[src/core/ssw_pkg.sv]
// Shared constants and carrier types for the serial-side word interface.
package ssw_pkg;
   localparam int LANES              = 4;
   localparam int LANE_W             = 8;
   localparam int WORD_W             = LANES * LANE_W;
   localparam int STAT_W             = 16;
   localparam int STAT_DISPERR_BIT   = 5;
   localparam int STAT_NOTINTAB_BIT  = 6;
   localparam int SYNC_STAGES        = 2;
   localparam int CORE_CLK_MHZ       = 100;
   localparam int LINK_CLK_MHZ       = 125;
   localparam logic RESET_ASSERTED   = 1'b1;
   localparam logic SYNC_RESET_VALUE = 1'b0;

   typedef struct packed {
      logic [WORD_W-1:0] data;
      logic [LANES-1:0]  comma;
      logic [LANES-1:0]  ctrl;
      logic [LANES-1:0]  disperr;
      logic [LANES-1:0]  notintable;
      logic [LANES-1:0]  rundisp;
   } ssw_rx_s;

   typedef struct packed {
      logic [WORD_W-1:0] data;
      logic [LANES-1:0]  ctrl;
      logic [LANES-1:0]  dispmode;
      logic [LANES-1:0]  dispval;
   } ssw_tx_s;

   typedef logic [LANES-1:0][STAT_W-1:0] ssw_status_t;

   typedef enum logic [1:0] {
      SSW_HOLD,
      SSW_WAIT_DONE,
      SSW_READY
   } ssw_rst_e;
endpackage

[src/core/ssw_sync.sv]
// Multi-bit two-stage synchroniser for inputs from outside the core clock domain.
`timescale 1ns/100ps
module ssw_sync
   import ssw_pkg::*;
#(
   parameter int W = 1
)
(
   input  wire logic         core_clk, // Core clock.
   input  wire logic         rst_n,    // Asynchronous reset, active low.
   input  wire logic [W-1:0] d,        // Asynchronous input.
   output logic      [W-1:0] q         // Synchronised output.
);
   logic [W-1:0] stage [SYNC_STAGES];

   genvar g;
   generate
      for (g = 0; g < SYNC_STAGES; g++)
      begin : g_stage
         // The first stage is split off so that no stage ever indexes below zero.
         if (g == 0)
         begin : g_first
            always_ff @(posedge core_clk or negedge rst_n)
            begin
               if (!rst_n)
                  stage[g] <= {W{SYNC_RESET_VALUE}};
               else
                  stage[g] <= d;
            end
         end
         else
         begin : g_next
            always_ff @(posedge core_clk or negedge rst_n)
            begin
               if (!rst_n)
                  stage[g] <= {W{SYNC_RESET_VALUE}};
               else
                  stage[g] <= stage[g-1];
            end
         end
      end
   endgenerate

   assign q = stage[SYNC_STAGES-1];
endmodule

[src/core/ssw_top.sv]
// Physical-side word interface between the PCS core and the serial transceiver.
// Function
// - Receive reset output follows hard reset, soft reset or receive buffer error.
// - Transmit reset output follows hard reset, soft reset or transmit buffer error.
// - Both transceiver resets stay asserted while clock lock is low.
// - Receive word and flags are sampled on the recovered receive clock.
// - Transmit word and controls are timed on the reference clock; transmit buffer error reaches the transmit reset through the two-stage synchroniser.
// - Running disparity error of a lane appears on status bit 5.
// - Not-in-table code group of a lane appears on status bit 6.
`timescale 1ns/100ps
module ssw_top
   import ssw_pkg::*;
(
   input  wire logic        core_clk,                 // Core clock, 100 MHz.
   input  wire logic        rst_n,                    // Hard reset, async, active low.
   input  wire logic        soft_reset,               // Soft reset request, level.
   input  wire logic        rx_buf_err,               // Receive elastic buffer error, level.
   input  wire logic        clk_lock,                 // Clock synthesizer lock pin.
   input  wire logic        xcvr_reset_done,          // Transceiver reset-done pin.
   input  wire logic        rx_rec_clk,               // Recovered receive clock pin.
   input  wire logic        core_reference_clock_125, // Transmit reference clock pin.
   input  wire ssw_rx_s     rx_pins,                  // Receive word and flags from pins.
   input  wire logic        tx_buf_err,               // Transmit buffer error pin.
   input  wire ssw_tx_s     tx_in,                    // Transmit word from the core.
   input  wire logic        power_down_req,           // Power-down request from the core.
   input  wire logic        align_enable_req,         // Comma alignment request.
   output logic             xcvr_rx_reset,            // Receive path reset to transceiver.
   output logic             xcvr_tx_reset,            // Transmit path reset to transceiver.
   output logic             xcvr_ready,               // Transceiver out of reset.
   output ssw_tx_s          tx_pins,                  // Transmit word to pins.
   output logic             power_down,               // Power-down to transceiver.
   output logic             align_enable,             // Alignment enable to transceiver.
   output logic             tx_taken,                 // Pulse: tx_in was loaded.
   output ssw_rx_s          rx_word,                  // Captured receive word.
   output logic             rx_valid,                 // Pulse: rx_word updated.
   output ssw_status_t      status_ch                 // Per-lane status vectors.
);
   ssw_rx_s        rx_s;
   logic           rx_clk_s;
   logic           ref_clk_s;
   logic           tx_err_s;
   logic           lock_s;
   logic           done_s;
   logic           rx_clk_prev;
   logic           ref_clk_prev;
   logic           rx_rise;
   logic           tx_rise;
   ssw_rst_e       rst_state;
   ssw_rst_e       next_rst_state;
   logic           next_xcvr_rx_reset;
   logic           next_xcvr_tx_reset;
   logic           next_xcvr_ready;
   ssw_tx_s        next_tx_pins;
   logic           next_power_down;
   logic           next_align_enable;
   logic           next_tx_taken;
   ssw_rx_s        next_rx_word;
   logic           next_rx_valid;
   ssw_status_t    next_status_ch;

   // Receive clock and its data pass the same two stages, so they stay aligned.
   ssw_sync #(.W($bits(ssw_rx_s) + 1)) u_rx_sync
   (
      .core_clk (core_clk),
      .rst_n    (rst_n),
      .d        ({rx_rec_clk, rx_pins}),
      .q        ({rx_clk_s, rx_s})
   );

   ssw_sync #(.W(4)) u_ctl_sync
   (
      .core_clk (core_clk),
      .rst_n    (rst_n),
      .d        ({core_reference_clock_125, tx_buf_err, clk_lock, xcvr_reset_done}),
      .q        ({ref_clk_s, tx_err_s, lock_s, done_s})
   );

   assign rx_rise = rx_clk_s && !rx_clk_prev;
   assign tx_rise = ref_clk_s && !ref_clk_prev;

   // Reset sequencing toward the transceiver.
   always_comb
   begin
      next_xcvr_rx_reset = soft_reset || rx_buf_err || !lock_s;
      next_xcvr_tx_reset = soft_reset || tx_err_s || !lock_s;
      next_rst_state     = rst_state;
      case (rst_state)
         SSW_HOLD:
            if (!next_xcvr_rx_reset && !next_xcvr_tx_reset)
               next_rst_state = SSW_WAIT_DONE;
         SSW_WAIT_DONE:
            if (next_xcvr_rx_reset || next_xcvr_tx_reset)
               next_rst_state = SSW_HOLD;
            else if (done_s)
               next_rst_state = SSW_READY;
         SSW_READY:
            if (next_xcvr_rx_reset || next_xcvr_tx_reset || !done_s)
               next_rst_state = SSW_HOLD;
         default:
            next_rst_state = SSW_HOLD;
      endcase
      next_xcvr_ready = (next_rst_state == SSW_READY);
   end

   always_ff @(posedge core_clk or negedge rst_n)
   begin
      if (!rst_n)
      begin
         rst_state     <= SSW_HOLD;
         xcvr_rx_reset <= RESET_ASSERTED;
         xcvr_tx_reset <= RESET_ASSERTED;
         xcvr_ready    <= 1'b0;
      end
      else
      begin
         rst_state     <= next_rst_state;
         xcvr_rx_reset <= next_xcvr_rx_reset;
         xcvr_tx_reset <= next_xcvr_tx_reset;
         xcvr_ready    <= next_xcvr_ready;
      end
   end

   // Transmit side: tx_pins, power_down and align_enable change only on a reference clock edge.
   always_comb
   begin
      next_tx_pins      = tx_pins;
      next_power_down   = power_down;
      next_align_enable = align_enable;
      next_tx_taken     = 1'b0;
      if (tx_rise)
      begin
         next_tx_pins      = tx_in;
         next_power_down   = power_down_req;
         next_align_enable = align_enable_req;
         next_tx_taken     = 1'b1;
      end
   end

   always_ff @(posedge core_clk or negedge rst_n)
   begin
      if (!rst_n)
      begin
         ref_clk_prev <= 1'b0;
         tx_pins      <= '0;
         power_down   <= 1'b0;
         align_enable <= 1'b0;
         tx_taken     <= 1'b0;
      end
      else
      begin
         ref_clk_prev <= ref_clk_s;
         tx_pins      <= next_tx_pins;
         power_down   <= next_power_down;
         align_enable <= next_align_enable;
         tx_taken     <= next_tx_taken;
      end
   end

   // Receive side: capture on a recovered clock edge and build lane status.
   always_comb
   begin
      next_rx_word   = rx_word;
      next_rx_valid  = 1'b0;
      next_status_ch = status_ch;
      if (rx_rise)
      begin
         next_rx_word  = rx_s;
         next_rx_valid = 1'b1;
         for (int i = 0; i < LANES; i++)
         begin
            next_status_ch[i]                    = '0;
            next_status_ch[i][STAT_DISPERR_BIT]  = rx_s.disperr[i];
            next_status_ch[i][STAT_NOTINTAB_BIT] = rx_s.notintable[i];
         end
      end
   end

   always_ff @(posedge core_clk or negedge rst_n)
   begin
      if (!rst_n)
      begin
         rx_clk_prev <= 1'b0;
         rx_word     <= '0;
         rx_valid    <= 1'b0;
         status_ch   <= '0;
      end
      else
      begin
         rx_clk_prev <= rx_clk_s;
         rx_word     <= next_rx_word;
         rx_valid    <= next_rx_valid;
         status_ch   <= next_status_ch;
      end
   end

   property p_rx_reset_src;
      @(posedge core_clk) disable iff (!rst_n)
      (soft_reset || rx_buf_err) |=> xcvr_rx_reset;
   endproperty
   a_rx_reset_src: assert property (p_rx_reset_src)
      else $error("receive reset not asserted for its source");

   property p_rx_release;
      @(posedge core_clk) disable iff (!rst_n)
      $fell(xcvr_rx_reset) |-> (!$past(soft_reset) && !$past(rx_buf_err) && $past(lock_s));
   endproperty
   a_rx_release: assert property (p_rx_release)
      else $error("receive reset released while a source was active");

   property p_tx_reset_src;
      @(posedge core_clk) disable iff (!rst_n)
      (soft_reset || tx_err_s) |=> xcvr_tx_reset;
   endproperty
   a_tx_reset_src: assert property (p_tx_reset_src)
      else $error("transmit reset not asserted for its source");

   property p_lock_hold;
      @(posedge core_clk) disable iff (!rst_n)
      !lock_s |=> (xcvr_rx_reset && xcvr_tx_reset && !xcvr_ready);
   endproperty
   a_lock_hold: assert property (p_lock_hold)
      else $error("transceiver not held in reset without lock");

   property p_ready_done;
      @(posedge core_clk) disable iff (!rst_n)
      $rose(xcvr_ready) |-> ($past(done_s) && !xcvr_rx_reset && !xcvr_tx_reset);
   endproperty
   a_ready_done: assert property (p_ready_done)
      else $error("ready raised without reset done");

   property p_rx_capture;
      @(posedge core_clk) disable iff (!rst_n)
      rx_rise |=> (rx_valid && rx_word == $past(rx_s));
   endproperty
   a_rx_capture: assert property (p_rx_capture)
      else $error("receive word not captured on recovered clock edge");

   property p_rx_hold;
      @(posedge core_clk) disable iff (!rst_n)
      !rx_rise |=> (!rx_valid && $stable(rx_word));
   endproperty
   a_rx_hold: assert property (p_rx_hold)
      else $error("receive word changed without a clock edge");

   property p_tx_edge;
      @(posedge core_clk) disable iff (!rst_n)
      tx_rise |=> (tx_taken && tx_pins == $past(tx_in) && power_down == $past(power_down_req));
   endproperty
   a_tx_edge: assert property (p_tx_edge)
      else $error("transmit outputs not loaded on reference edge");

   property p_tx_stable;
      @(posedge core_clk) disable iff (!rst_n)
      !tx_rise |=> ($stable(tx_pins) && $stable(align_enable) && !tx_taken);
   endproperty
   a_tx_stable: assert property (p_tx_stable)
      else $error("transmit outputs changed between reference edges");

   property p_disperr;
      @(posedge core_clk) disable iff (!rst_n)
      rx_valid |-> ({status_ch[3][STAT_DISPERR_BIT], status_ch[2][STAT_DISPERR_BIT],
                     status_ch[1][STAT_DISPERR_BIT], status_ch[0][STAT_DISPERR_BIT]}
                    == rx_word.disperr);
   endproperty
   a_disperr: assert property (p_disperr)
      else $error("disparity error status does not match lanes");

   property p_notintab;
      @(posedge core_clk) disable iff (!rst_n)
      rx_valid |-> ({status_ch[3][STAT_NOTINTAB_BIT], status_ch[2][STAT_NOTINTAB_BIT],
                     status_ch[1][STAT_NOTINTAB_BIT], status_ch[0][STAT_NOTINTAB_BIT]}
                    == rx_word.notintable);
   endproperty
   a_notintab: assert property (p_notintab)
      else $error("not-in-table status does not match lanes");
endmodule

[config.mk]
export PLATFORM = sky130hd
export DESIGN_NAME = ssw_top
export DESIGN_NICKNAME = d
export VERILOG_FILES = /design/src/core/ssw_pkg.sv /design/src/core/ssw_sync.sv /design/src/core/ssw_top.sv
export SDC_FILE = /design/constraint.sdc
export NUM_CORES = 1
export LEC_CHECK = 0
export BUFFER_PORTS_ARGS = -buffer_cell sky130_fd_sc_hd__buf_2
export CAP_MARGIN = 5
export CORE_ASPECT_RATIO = 2
export CORE_MARGIN = 4
export CORE_UTILIZATION = 35
export CTS_CLUSTER_DIAMETER = 150
export DETAILED_ROUTE_END_ITERATION = 7
export HOLD_SLACK_MARGIN = 0.12
export SKIP_CTS_REPAIR_TIMING = 1
export SLEW_MARGIN = 20
export SYNTH_ARGS = -nofsm -noshare
export SYNTH_HDL_FRONTEND = slang
export SYNTH_SLANG_ARGS = --single-unit
[constraint.sdc]
create_clock -name core_clk -period 1.45 [get_ports core_clk]
set_input_delay 0.29 -clock core_clk [delete_from_list [all_inputs] [get_ports core_clk]]
set_output_delay 0.29 -clock core_clk [all_outputs]
set_load 0.005 [all_outputs]
* After elaboration in Yosys (flattened, before gate mapping)
Index checks and enable logic that the tools add are counted. Widths: inputs -> output; s select.
Word-level totals: flip-flop bits (word level) 229, input bits 107, output and inout port bits 167, logic and storage cells 54
Cells by class: equal/unequal tests 3, muxes and demuxes 7, reduce and logical (&&, ||, !) cells 16
Operators with widths (count):
- $mux 2 | 4
- $logic_not 1->1 | 6
- $logic_or 1x1->1 | 6
- $pmux 2 s3 | 1
- $eq 2x2->1 const B | 2
- $logic_and 1x1->1 | 3
- $eq 2x1->1 const B | 1
- $logic_not 2->1 | 1
- $mux 1 | 2

* Depth between registers and ports, before layout
Gate-level depths: netlist of the first run.
depth after elaboration 7, gate-level depth with buffers 4, mapped depth without buffers 2

* Modules after synthesis
Synthesis of the first run repeated with hierarchy kept, for this count alone.
Second synthesis, totals: cells, all modules 462, area, all modules 7733.7 um^2
Modules (own cells, without submodules):
- ssw_top | instances 1, cells each 291, area an instance 4453.0 um^2, sequential area each 2680.1 um^2
- ssw_sync at u_rx_sync | instances 1, cells each 159, area an instance 3050.4 um^2, sequential area each 2652.5 um^2
- ssw_sync at u_ctl_sync | instances 1, cells each 12, area an instance 230.2 um^2, sequential area each 200.2 um^2

* Least setup slack after synthesis of the first run
OpenSTA, ideal clock, no wires.
path type flip-flop to flip-flop, start reg ref_clk_prev, end reg tx_pins[14] (netlist bit), library setup time 0.125 ns, arrival 1.108 ns, required time 1.325 ns, path slack 0.218 ns, cell stages (with the launch flop) 5, cell sequence dfrtp_1 nor2b_1 buf_6 buf_6 mux2_2
On the way: word-level cells in the longest chain between the ends 2
Ends and longest elaborated chain:
- start: declaration | line ssw_top.sv:45 | logic ref_clk_prev;
- start signal: assignment | line ssw_top.sv:151 | ref_clk_prev <= ref_clk_s;
- $logic_not 1->1 | line ssw_top.sv:79 | assign tx_rise = ref_clk_s && !ref_clk_prev;
- $logic_and 1x1->1 | line ssw_top.sv:79
- end signal: assignment | line ssw_top.sv:152 | tx_pins <= next_tx_pins;
- end: declaration | line ssw_top.sv:30 | output ssw_tx_s tx_pins,
No other way between the ends. A chain may end at the register's enable or synchronous reset.

* Worst setup path after layout of the first run
start reg xcvr_rx_reset, end out xcvr_rx_reset
RTL lines:
- start: declaration | line ssw_top.sv:27 | output logic xcvr_rx_reset,
- start signal: assignment | line ssw_top.sv:117 | xcvr_rx_reset <= next_xcvr_rx_reset;
No word-level cell between the ends.

==> summary.txt, run 1 <==
Setup path
  • Required @ worst endpoint: 1.16 ns
  • R2R depth: 3
  • Sum of buffers and inverters on the critical path: 1
  • Critical setup path kind: flip-flop to output port
  • Slowest stage cell, crit path: dfstp_2
  • CP Max Fanout: 1
  • Worst Setup Start Kind: flip-flop
  • Crit path from: xcvr_rx_reset$_DFF_PN1_
  • Max stage delay on crit path: 0.51 ns
  • Worst path cell trace: buf_2
  • Family with the most delay on the worst path: flip-flops
  • R2R setup slack: 0.15 ns
  • Worst R2R Start: ref_clk_prev$_DFF_PN0_
  • WP depth: 1
  • Critical path data arrival time: 1.10 ns
  • Worst Setup End Kind: output port

Flow run
  • Max-Cap Viols: 0

Logic synthesis
  • Yosys reg bits: 221
  • Cell count after synthesis: 405
  • Syn Area/Cell: 18.0 sq um
  • Mapped Area: 7290 sq um
  • Synth cell types: 15
  • Register area share after synthesis: 0.759
  • Ys Warns: 0

GRT
  • GRT Total Usage: 0.123
  • Largest net degree at the start of global routing: 54
  • GRT overflow: 0
  • Number of global-route vias before repair: 4324
  • First-pass GRT wire length: 22.2 mm
  • Initial antenna violation count: 1

Power and ir drop
  • Pwr Total: 13.8 mW
  • Max VDD drop: 0.934 mV
  • LEAKAGE: 4.89 nW
  • Power Density: 1350 nW/um^2

Route
  • Routed WL: 15.6 mm
  • Via-to-Cell Ratio: 4.13
  • # DRC: 0
  • DRT Pass-1 Iters: 3
  • Vias after detailed routing: 4233
  • Routed len/inst: 15.2 um
  • 1st-iter DRT viols: 94
  • Antenna-violating nets left: 0

Finish
  • Nets@finish: 851
  • Util after Layout: 0.501
  • Most frequent cells in the layout: 219 x dfrtp_1, 216 x buf_2, 106 x dlygate4sd3_1, 98 x mux2_2, 56 x conb_1
  • Most common cell after layout, fill and taps aside: dfrtp_1
  • Fin area: 10300 sq um
  • Layout cells sized above 1: 0.483
  • Area growth syn-to-layout: 40.7%

CTS
  • CTS tree: built
  • Clk Tree Root Cell: clkbuf_16
  • H-Tree Depth: 1
  • Number of buffers created by CTS: 20
  • Worst-skew pair later-pin latency: 0.49 ns
  • CTS clk-pin slew, worst paths: 0.07 ns
  • Clock Sinks: 221
  • Clk buf depth: 3

Floorplanning
  • Die H: 212 um
  • Die ar.: 23300 sq um
  • Initial Util: 0.356
  • Core area: 20500 sq um
  • IO Count: 274
  • FP Rows: 74
  • Die W: 110 um

Placed design
  • Placer Congestion: 0.776
  • HPWL after DPL: 10.8 mm
  • Placed inst area: 8530 sq um
  • Port buffer count: 217

Min path
  • Worst hold path type: input port to async pin

Timing
  • RSZ-0062 raised after global routing: false
  • Final Hold Viols: 0
  • Slew Viols, Final: 0
  • Final setup violation count: 0
  • Setup tns final: 0 ns
  • Fmax: 717 MHz
  • Fin Clk Skew: 0.0109 ns
  • Hold slack: 0.291 ns
  • Ratio of final minimum period to clock period: 0.962
  • Final worst path period need: 1.39 ns

Status
  • Outcome: completed
## flip-flops by register name, indices dropped and copies added (netlist names), 2 cells and up
name and cells:
u_ctl_sync.q 4, u_rx_sync.stage 53, u_ctl_sync.stage 4, tx_pins 44, u_rx_sync.q 53, rst_state 2, rx_word 51
## per-layer routing
metal / track usage / vias to the layer above / part of all wire
li1: - / 1900 / -
met1: 0.125 / 2114 / 0.34
met2: 0.227 / 178 / 0.56
met3: 0.0316 / 41 / 0.069
met4: 0.0598 / 0 / 0.037
met5: 0 / - / 0
## where the power goes
part / total [mW] / leakage [nW] / switching, mW / internal (mW)
sequential: 7.00 / 2.59 / 0.261 / 6.74
clock: 5.22 / 0.327 / 2.17 / 3.05
combinational: 1.63 / 1.97 / 0.673 / 0.955
total: 13.8 / 4.89 / 3.10 / 10.7
## worst paths after layout
| check | endpoint |
|---|---|
| hold / removal | u_ctl_sync.q[1]$_DFF_PN0_ |
| setup / recovery | xcvr_rx_reset |
| hold reg to reg | u_rx_sync.q[42]$_DFF_PN0_ |
| min in group core_clk | u_rx_sync.q[42]$_DFF_PN0_ |
| setup reg to reg | tx_pins[32]$_DFFE_PN0P_ |
| max in group asynchronous | rx_word[16]$_DFFE_PN0P_ |
## metrics by stage
step	setup slack, ns	instances
after floorplan	0.218	460
after global placement	0.172	882
after detailed placement	0.146	882
after CTS	0.0196	918
after global routing	0.0117	1025
final	0.0555	1026
## synthesized netlist by cell type
| cell | instances | share of area |
|---|---|---|
| a211oi_1 | 1 | 0.0010 |
| buf_2 | 2 | 0.0014 |
| buf_4 | 69 | 0.071 |
| buf_6 | 4 | 0.0062 |
| conb_1 | 1 | 0.00051 |
| dfrtp_1 | 219 | 0.75 |
| dfstp_2 | 2 | 0.0072 |
| mux2_2 | 98 | 0.15 |
| nand2_1 | 1 | 0.00051 |
| nor2_1 | 1 | 0.00051 |
| nor2b_1 | 2 | 0.0017 |
| nor3b_1 | 2 | 0.0021 |
| or3b_2 | 1 | 0.0012 |
| or4b_4 | 1 | 0.0019 |
| xnor2_1 | 1 | 0.0012 |
## cell families (layout without fill, tap and decap cells)
| logic type | after synthesis | count (layout) | share of synthesized area |
|---|---|---|---|
| compound gates | 1 | 1 | 0.00103 |
| xor+xnor | 1 | 1 | 0.00120 |
| buf+inv | 75 | 373 | 0.0786 |
| flops | 221 | 221 | 0.759 |
| mux | 98 | 98 | 0.151 |
| other cells | 1 | 58 | 0.000515 |
| simple gates | 8 | 8 | 0.00790 |
## layout make-up
cell class	instances	area, sq um
well taps	266	333
flip-flops and latches	221	5530
diodes	2	5.00
fillers	1677	10200
clock inverters	6	58.8
clock buffers	30	599
repair buffers	337	2320
multi-input cells	164	1400
(Power assumes the default switching activity.)
==> inputs of run 2 (changes only) <==
Settings changed: SETUP_SLACK_MARGIN set to 0.3.
==> summary.txt, run 2 (synthesis results as in run 1) <==
Route
  • Routed len/inst: 16.6 um
  • Via-to-Cell Ratio: 4.21
  • DRT Pass-1 Iters: 4
  • 1st-iter DRT viols: 145
  • Routed WL: 17.9 mm
  • # DRC: 0
  • Antenna-violating nets left: 0
  • Vias after detailed routing: 4535

Setup path
  • Worst path cell trace: buf_2
  • Max stage delay on crit path: 0.52 ns
  • Slowest stage cell, crit path: dfstp_2
  • Required @ worst endpoint: 1.16 ns
  • Sum of buffers and inverters on the critical path: 1
  • CP Max Fanout: 1
  • Family with the most delay on the worst path: flip-flops
  • Critical path data arrival time: 1.13 ns
  • Critical setup path kind: flip-flop to output port
  • Worst Setup End Kind: output port
  • Worst Setup Start Kind: flip-flop

Timing
  • Final setup violation count: 0
  • RSZ-0062 raised after global routing: true
  • Ratio of final minimum period to clock period: 0.981
  • Final worst path period need: 1.42 ns
  • Fin Clk Skew: 0.0160 ns
  • Hold slack: 0.278 ns
  • Fmax: 703 MHz
  • Slew Viols, Final: 0
  • Final Hold Viols: 0

Floorplanning
  • FP Rows: 74
  • IO Count: 274
  • Die ar.: 23300 sq um
  • Die W: 110 um
  • Core area: 20500 sq um
  • Die H: 212 um
  • Initial Util: 0.356

Power and ir drop
  • LEAKAGE: 5.57 nW
  • Pwr Total: 14.4 mW
  • Internal Power: 11.0 mW
  • Part of the power in registers: 0.488
  • Clk pwr share: 0.357
  • P_sw: 3.43 mW
  • Max VDD drop: 0.828 mV
  • Power share of the combinational group: 0.156
  • Switching Share: 0.238
  • Power Density: 1280 nW/um^2

Finish
  • Area growth syn-to-layout: 54.0%
  • Most common cell after layout, fill and taps aside: dfrtp_1
  • Layout cells sized above 1: 0.525
  • # diodes: 0
  • Util after Layout: 0.549
  • Fillers: 1606
  • Most frequent cells in the layout: 219 x dfrtp_1, 214 x buf_2, 106 x dlygate4sd3_1, 98 x mux2_4, 56 x conb_1
  • Fin cells: 1077
  • Fin area: 11200 sq um
  • Nets@finish: 904

CTS
  • Clk Tree Root Cell: clkbuf_16
  • CTS tree: built
  • Clock Sinks: 221
  • Number of buffers created by CTS: 20
  • H-Tree Depth: 1
  • CTS clk-pin slew, worst paths: 0.07 ns
  • Clk buf depth: 3
  • Worst-skew pair later-pin latency: 0.50 ns

Placed design
  • Port buffer count: 217
  • Placed cells: 879
  • Placed inst area: 8720 sq um
  • Placer Congestion: 0.757
  • HPWL after DPL: 11.0 mm

Min path
  • Worst hold path type: input port to async pin

Flow run
  • Max-Cap Viols: 0

GRT
  • GRT overflow: 0
  • Initial antenna violation count: 0
  • Number of global-route vias before repair: 4385
  • Largest net degree at the start of global routing: 48
  • GRT Total Usage: 0.128
  • First-pass GRT wire length: 23.1 mm

Status
  • Outcome: completed
-- run 2: power by group through the flow --
stage          Combinational, mW  Sequential [mW]  Clock, mW
6_report                    2.24             7.03       5.15
5_1_grt                     2.43             7.09       5.61
4_1_cts                     1.55             7.03       5.34
3_5_place_dp                1.55             7.14          0
3_3_place_gp                1.50             7.11          0
2_1_floorplan              0.801             7.12          0
-- run 2: path summary, 6_finish.rpt --
check | depth (start not counted) | endpoint | slack [ns] | from
setup / recovery | 1 | xcvr_rx_reset | 0.03 | xcvr_rx_reset$_DFF_PN1_
max in group asynchronous | 3 | u_rx_sync.q[46]$_DFF_PN0_ | 0.56 | rst_n
hold / removal | 2 | u_rx_sync.stage[69]$_DFF_PN0_ | 0.28 | rst_n
setup reg to reg | 4 | tx_pins[27]$_DFFE_PN0P_ | 0.10 | ref_clk_prev$_DFF_PN0_
min in group core_clk | 0 | u_rx_sync.q[13]$_DFF_PN0_ | 0.35 | u_rx_sync.stage[66]$_DFF_PN0_
hold reg to reg | 0 | u_rx_sync.q[13]$_DFF_PN0_ | 0.35 | u_rx_sync.stage[66]$_DFF_PN0_
-- run 2: layout make-up --
class | count | area, sq um | area share
tap | 266 | 333 | 0.0297
multi-input combinational | 164 | 1790 | 0.159
clock buffer | 25 | 559 | 0.0498
sequential | 221 | 5530 | 0.493
clock inverter | 11 | 90.1 | 0.00803
timing repair buffer | 390 | 2920 | 0.261
-- run 2: per-stage QoR --
step                setup slack [ns]  setup TNS [ns]
finish                        0.0275               0
global route                -0.00473        -0.00677
CTS                         -0.00751         -0.0108
detailed placement             0.137               0
global placement               0.172               0
floorplan                      0.218               0
-- run 2: metal layers --
layer,GRT usage,share of wire,wire [um],up-vias
met4,0.0529,0.024,423,0
met1,0.129,0.33,5920,2314
met3,0.0346,0.063,1130,34
met5,0,0,0,-
li1,-,-,-,2002
met2,0.241,0.58,10400,185
==> inputs of run 3 (changes only) <==
Clock period 1.45 ns to 1.8 ns, I/O delays scaled along.
==> summary.txt, run 3 (synthesis results as in run 1) <==
Status
  • Outcome: completed

Timing
  • Ratio of final minimum period to clock period: 0.816
  • Slew Viols, Final: 0
  • Final Hold Viols: 0
  • Final worst path period need: 1.47 ns
  • Final setup violation count: 0
  • Fin Clk Skew: 0.0119 ns
  • Fmax: 681 MHz
  • Setup tns final: 0 ns
  • RSZ-0062 raised after global routing: true

Placed design
  • Port buffer count: 217
  • HPWL after DPL: 10.5 mm
  • Placer Congestion: 0.790

Route
  • DRT Pass-1 Iters: 4
  • Antenna-violating nets left: 0
  • Routed len/inst: 15.0 um
  • Routed WL: 15.3 mm
  • Vias after detailed routing: 4186
  • # DRC: 0
  • 1st-iter DRT viols: 120
  • Via-to-Cell Ratio: 4.11

Finish
  • Fillers: 1718
  • Most common cell after layout, fill and taps aside: dfrtp_1
  • Nets@finish: 847
  • # diodes: 0
  • Area of the multi-input gates: 1400 sq um
  • Reg area: 5530 sq um
  • Layout cells sized above 1: 0.482
  • Most frequent cells in the layout: 219 x dfrtp_1, 214 x buf_2, 106 x dlygate4sd3_1, 98 x mux2_2, 56 x conb_1
  • Util after Layout: 0.505
  • Area growth syn-to-layout: 41.7%

Floorplanning
  • Initial Util: 0.356
  • FP Rows: 74
  • Die ar.: 23300 sq um
  • IO Count: 274
  • Die H: 212 um
  • Die W: 110 um
  • Core area: 20500 sq um

Setup path
  • Sum of buffers and inverters on the critical path: 1
  • Worst Setup End Kind: output port
  • Max stage delay on crit path: 0.53 ns
  • Critical path data arrival time: 1.11 ns
  • Worst path cell trace: buf_6
  • Slowest stage cell, crit path: dfstp_2
  • R2R setup slack: 0.51 ns
  • Required @ worst endpoint: 1.44 ns
  • Family with the most delay on the worst path: flip-flops
  • Critical setup path kind: flip-flop to output port
  • CP Max Fanout: 1
  • Worst Setup Start Kind: flip-flop

GRT
  • Largest net degree at the start of global routing: 55
  • GRT overflow: 0
  • GRT Total Usage: 0.121
  • First-pass GRT wire length: 22.2 mm
  • Number of global-route vias before repair: 4268
  • Initial antenna violation count: 0

Min path
  • Worst hold path type: flip-flop to flip-flop

CTS
  • Number of buffers created by CTS: 21
  • Clk Tree Root Cell: clkbuf_16
  • CTS tree: built
  • Worst-skew pair later-pin latency: 0.49 ns
  • H-Tree Depth: 1
  • Clock Sinks: 221
  • Clk buf depth: 3
  • CTS clk-pin slew, worst paths: 0.06 ns

Power and ir drop
  • Internal Power: 9.14 mW
  • LEAKAGE: 4.91 nW
  • Power share of the combinational group: 0.112
  • Switching Share: 0.215
  • P_sw: 2.50 mW
  • Part of the power in registers: 0.485
  • Clk pwr share: 0.403
  • Power Density: 1130 nW/um^2
  • Max VDD drop: 0.713 mV

Flow run
  • Max-Cap Viols: 0
-- run 3: worst paths after layout --
check                                            endpoint                           from  cells past startpoint
worst max-delay path                        xcvr_rx_reset        xcvr_rx_reset$_DFF_PN1_                      1
worst min-delay path            u_rx_sync.q[42]$_DFF_PN0_  u_rx_sync.stage[95]$_DFF_PN0_                      0
worst max register to register    rx_word[41]$_DFFE_PN0P_      u_rx_sync.q[52]$_DFF_PN0_                      3
worst min register to register  u_rx_sync.q[42]$_DFF_PN0_  u_rx_sync.stage[95]$_DFF_PN0_                      0
max in group asynchronous       u_rx_sync.q[46]$_DFF_PN0_                          rst_n                      3
min in group asynchronous            xcvr_ready$_DFF_PN0_                          rst_n                      2
-- run 3: metal layers --
metal | up-vias | global-route usage | wire length (um)
li1 | 1885 | - | -
met1 | 2096 | 0.129 | 5170
met2 | 174 | 0.220 | 8620
met3 | 31 | 0.0319 | 1050
met4 | 0 | 0.0517 | 438
met5 | - | 0 | 0
-- run 3: power groups by stage --
| stage | Combinational (mW) | Clock, mW | Sequential [mW] |
|---|---|---|---|
| finish | 1.30 | 4.70 | 5.64 |
| global route | 1.44 | 5.10 | 5.70 |
| CTS | 1.14 | 4.87 | 5.65 |
| detailed placement | 1.14 | 0 | 5.73 |
| global placement | 1.11 | 0 | 5.71 |
| floorplan | 0.525 | 0 | 5.73 |
-- run 3: area by class of cell --
class	instances	area share
clock buffer	26	0.0546
timing repair buffer	332	0.224
sequential	221	0.536
tap	266	0.0322
multi-input combinational	164	0.136
clock inverter	10	0.0176
-- run 3: through the flow --
stage	setup WS [ns]	instance area (sq um)	hold WS (ns)	cells	power, mW
floorplan	0.568	7490	0.0644	460	6.26
global placement	0.518	8510	0.308	877	6.82
detailed placement	0.449	8510	0.315	877	6.88
CTS	0.294	9250	-0.217	913	11.7
global route	0.286	10300	0.344	1019	12.2
finish	0.331	10300	0.342	1019	11.6
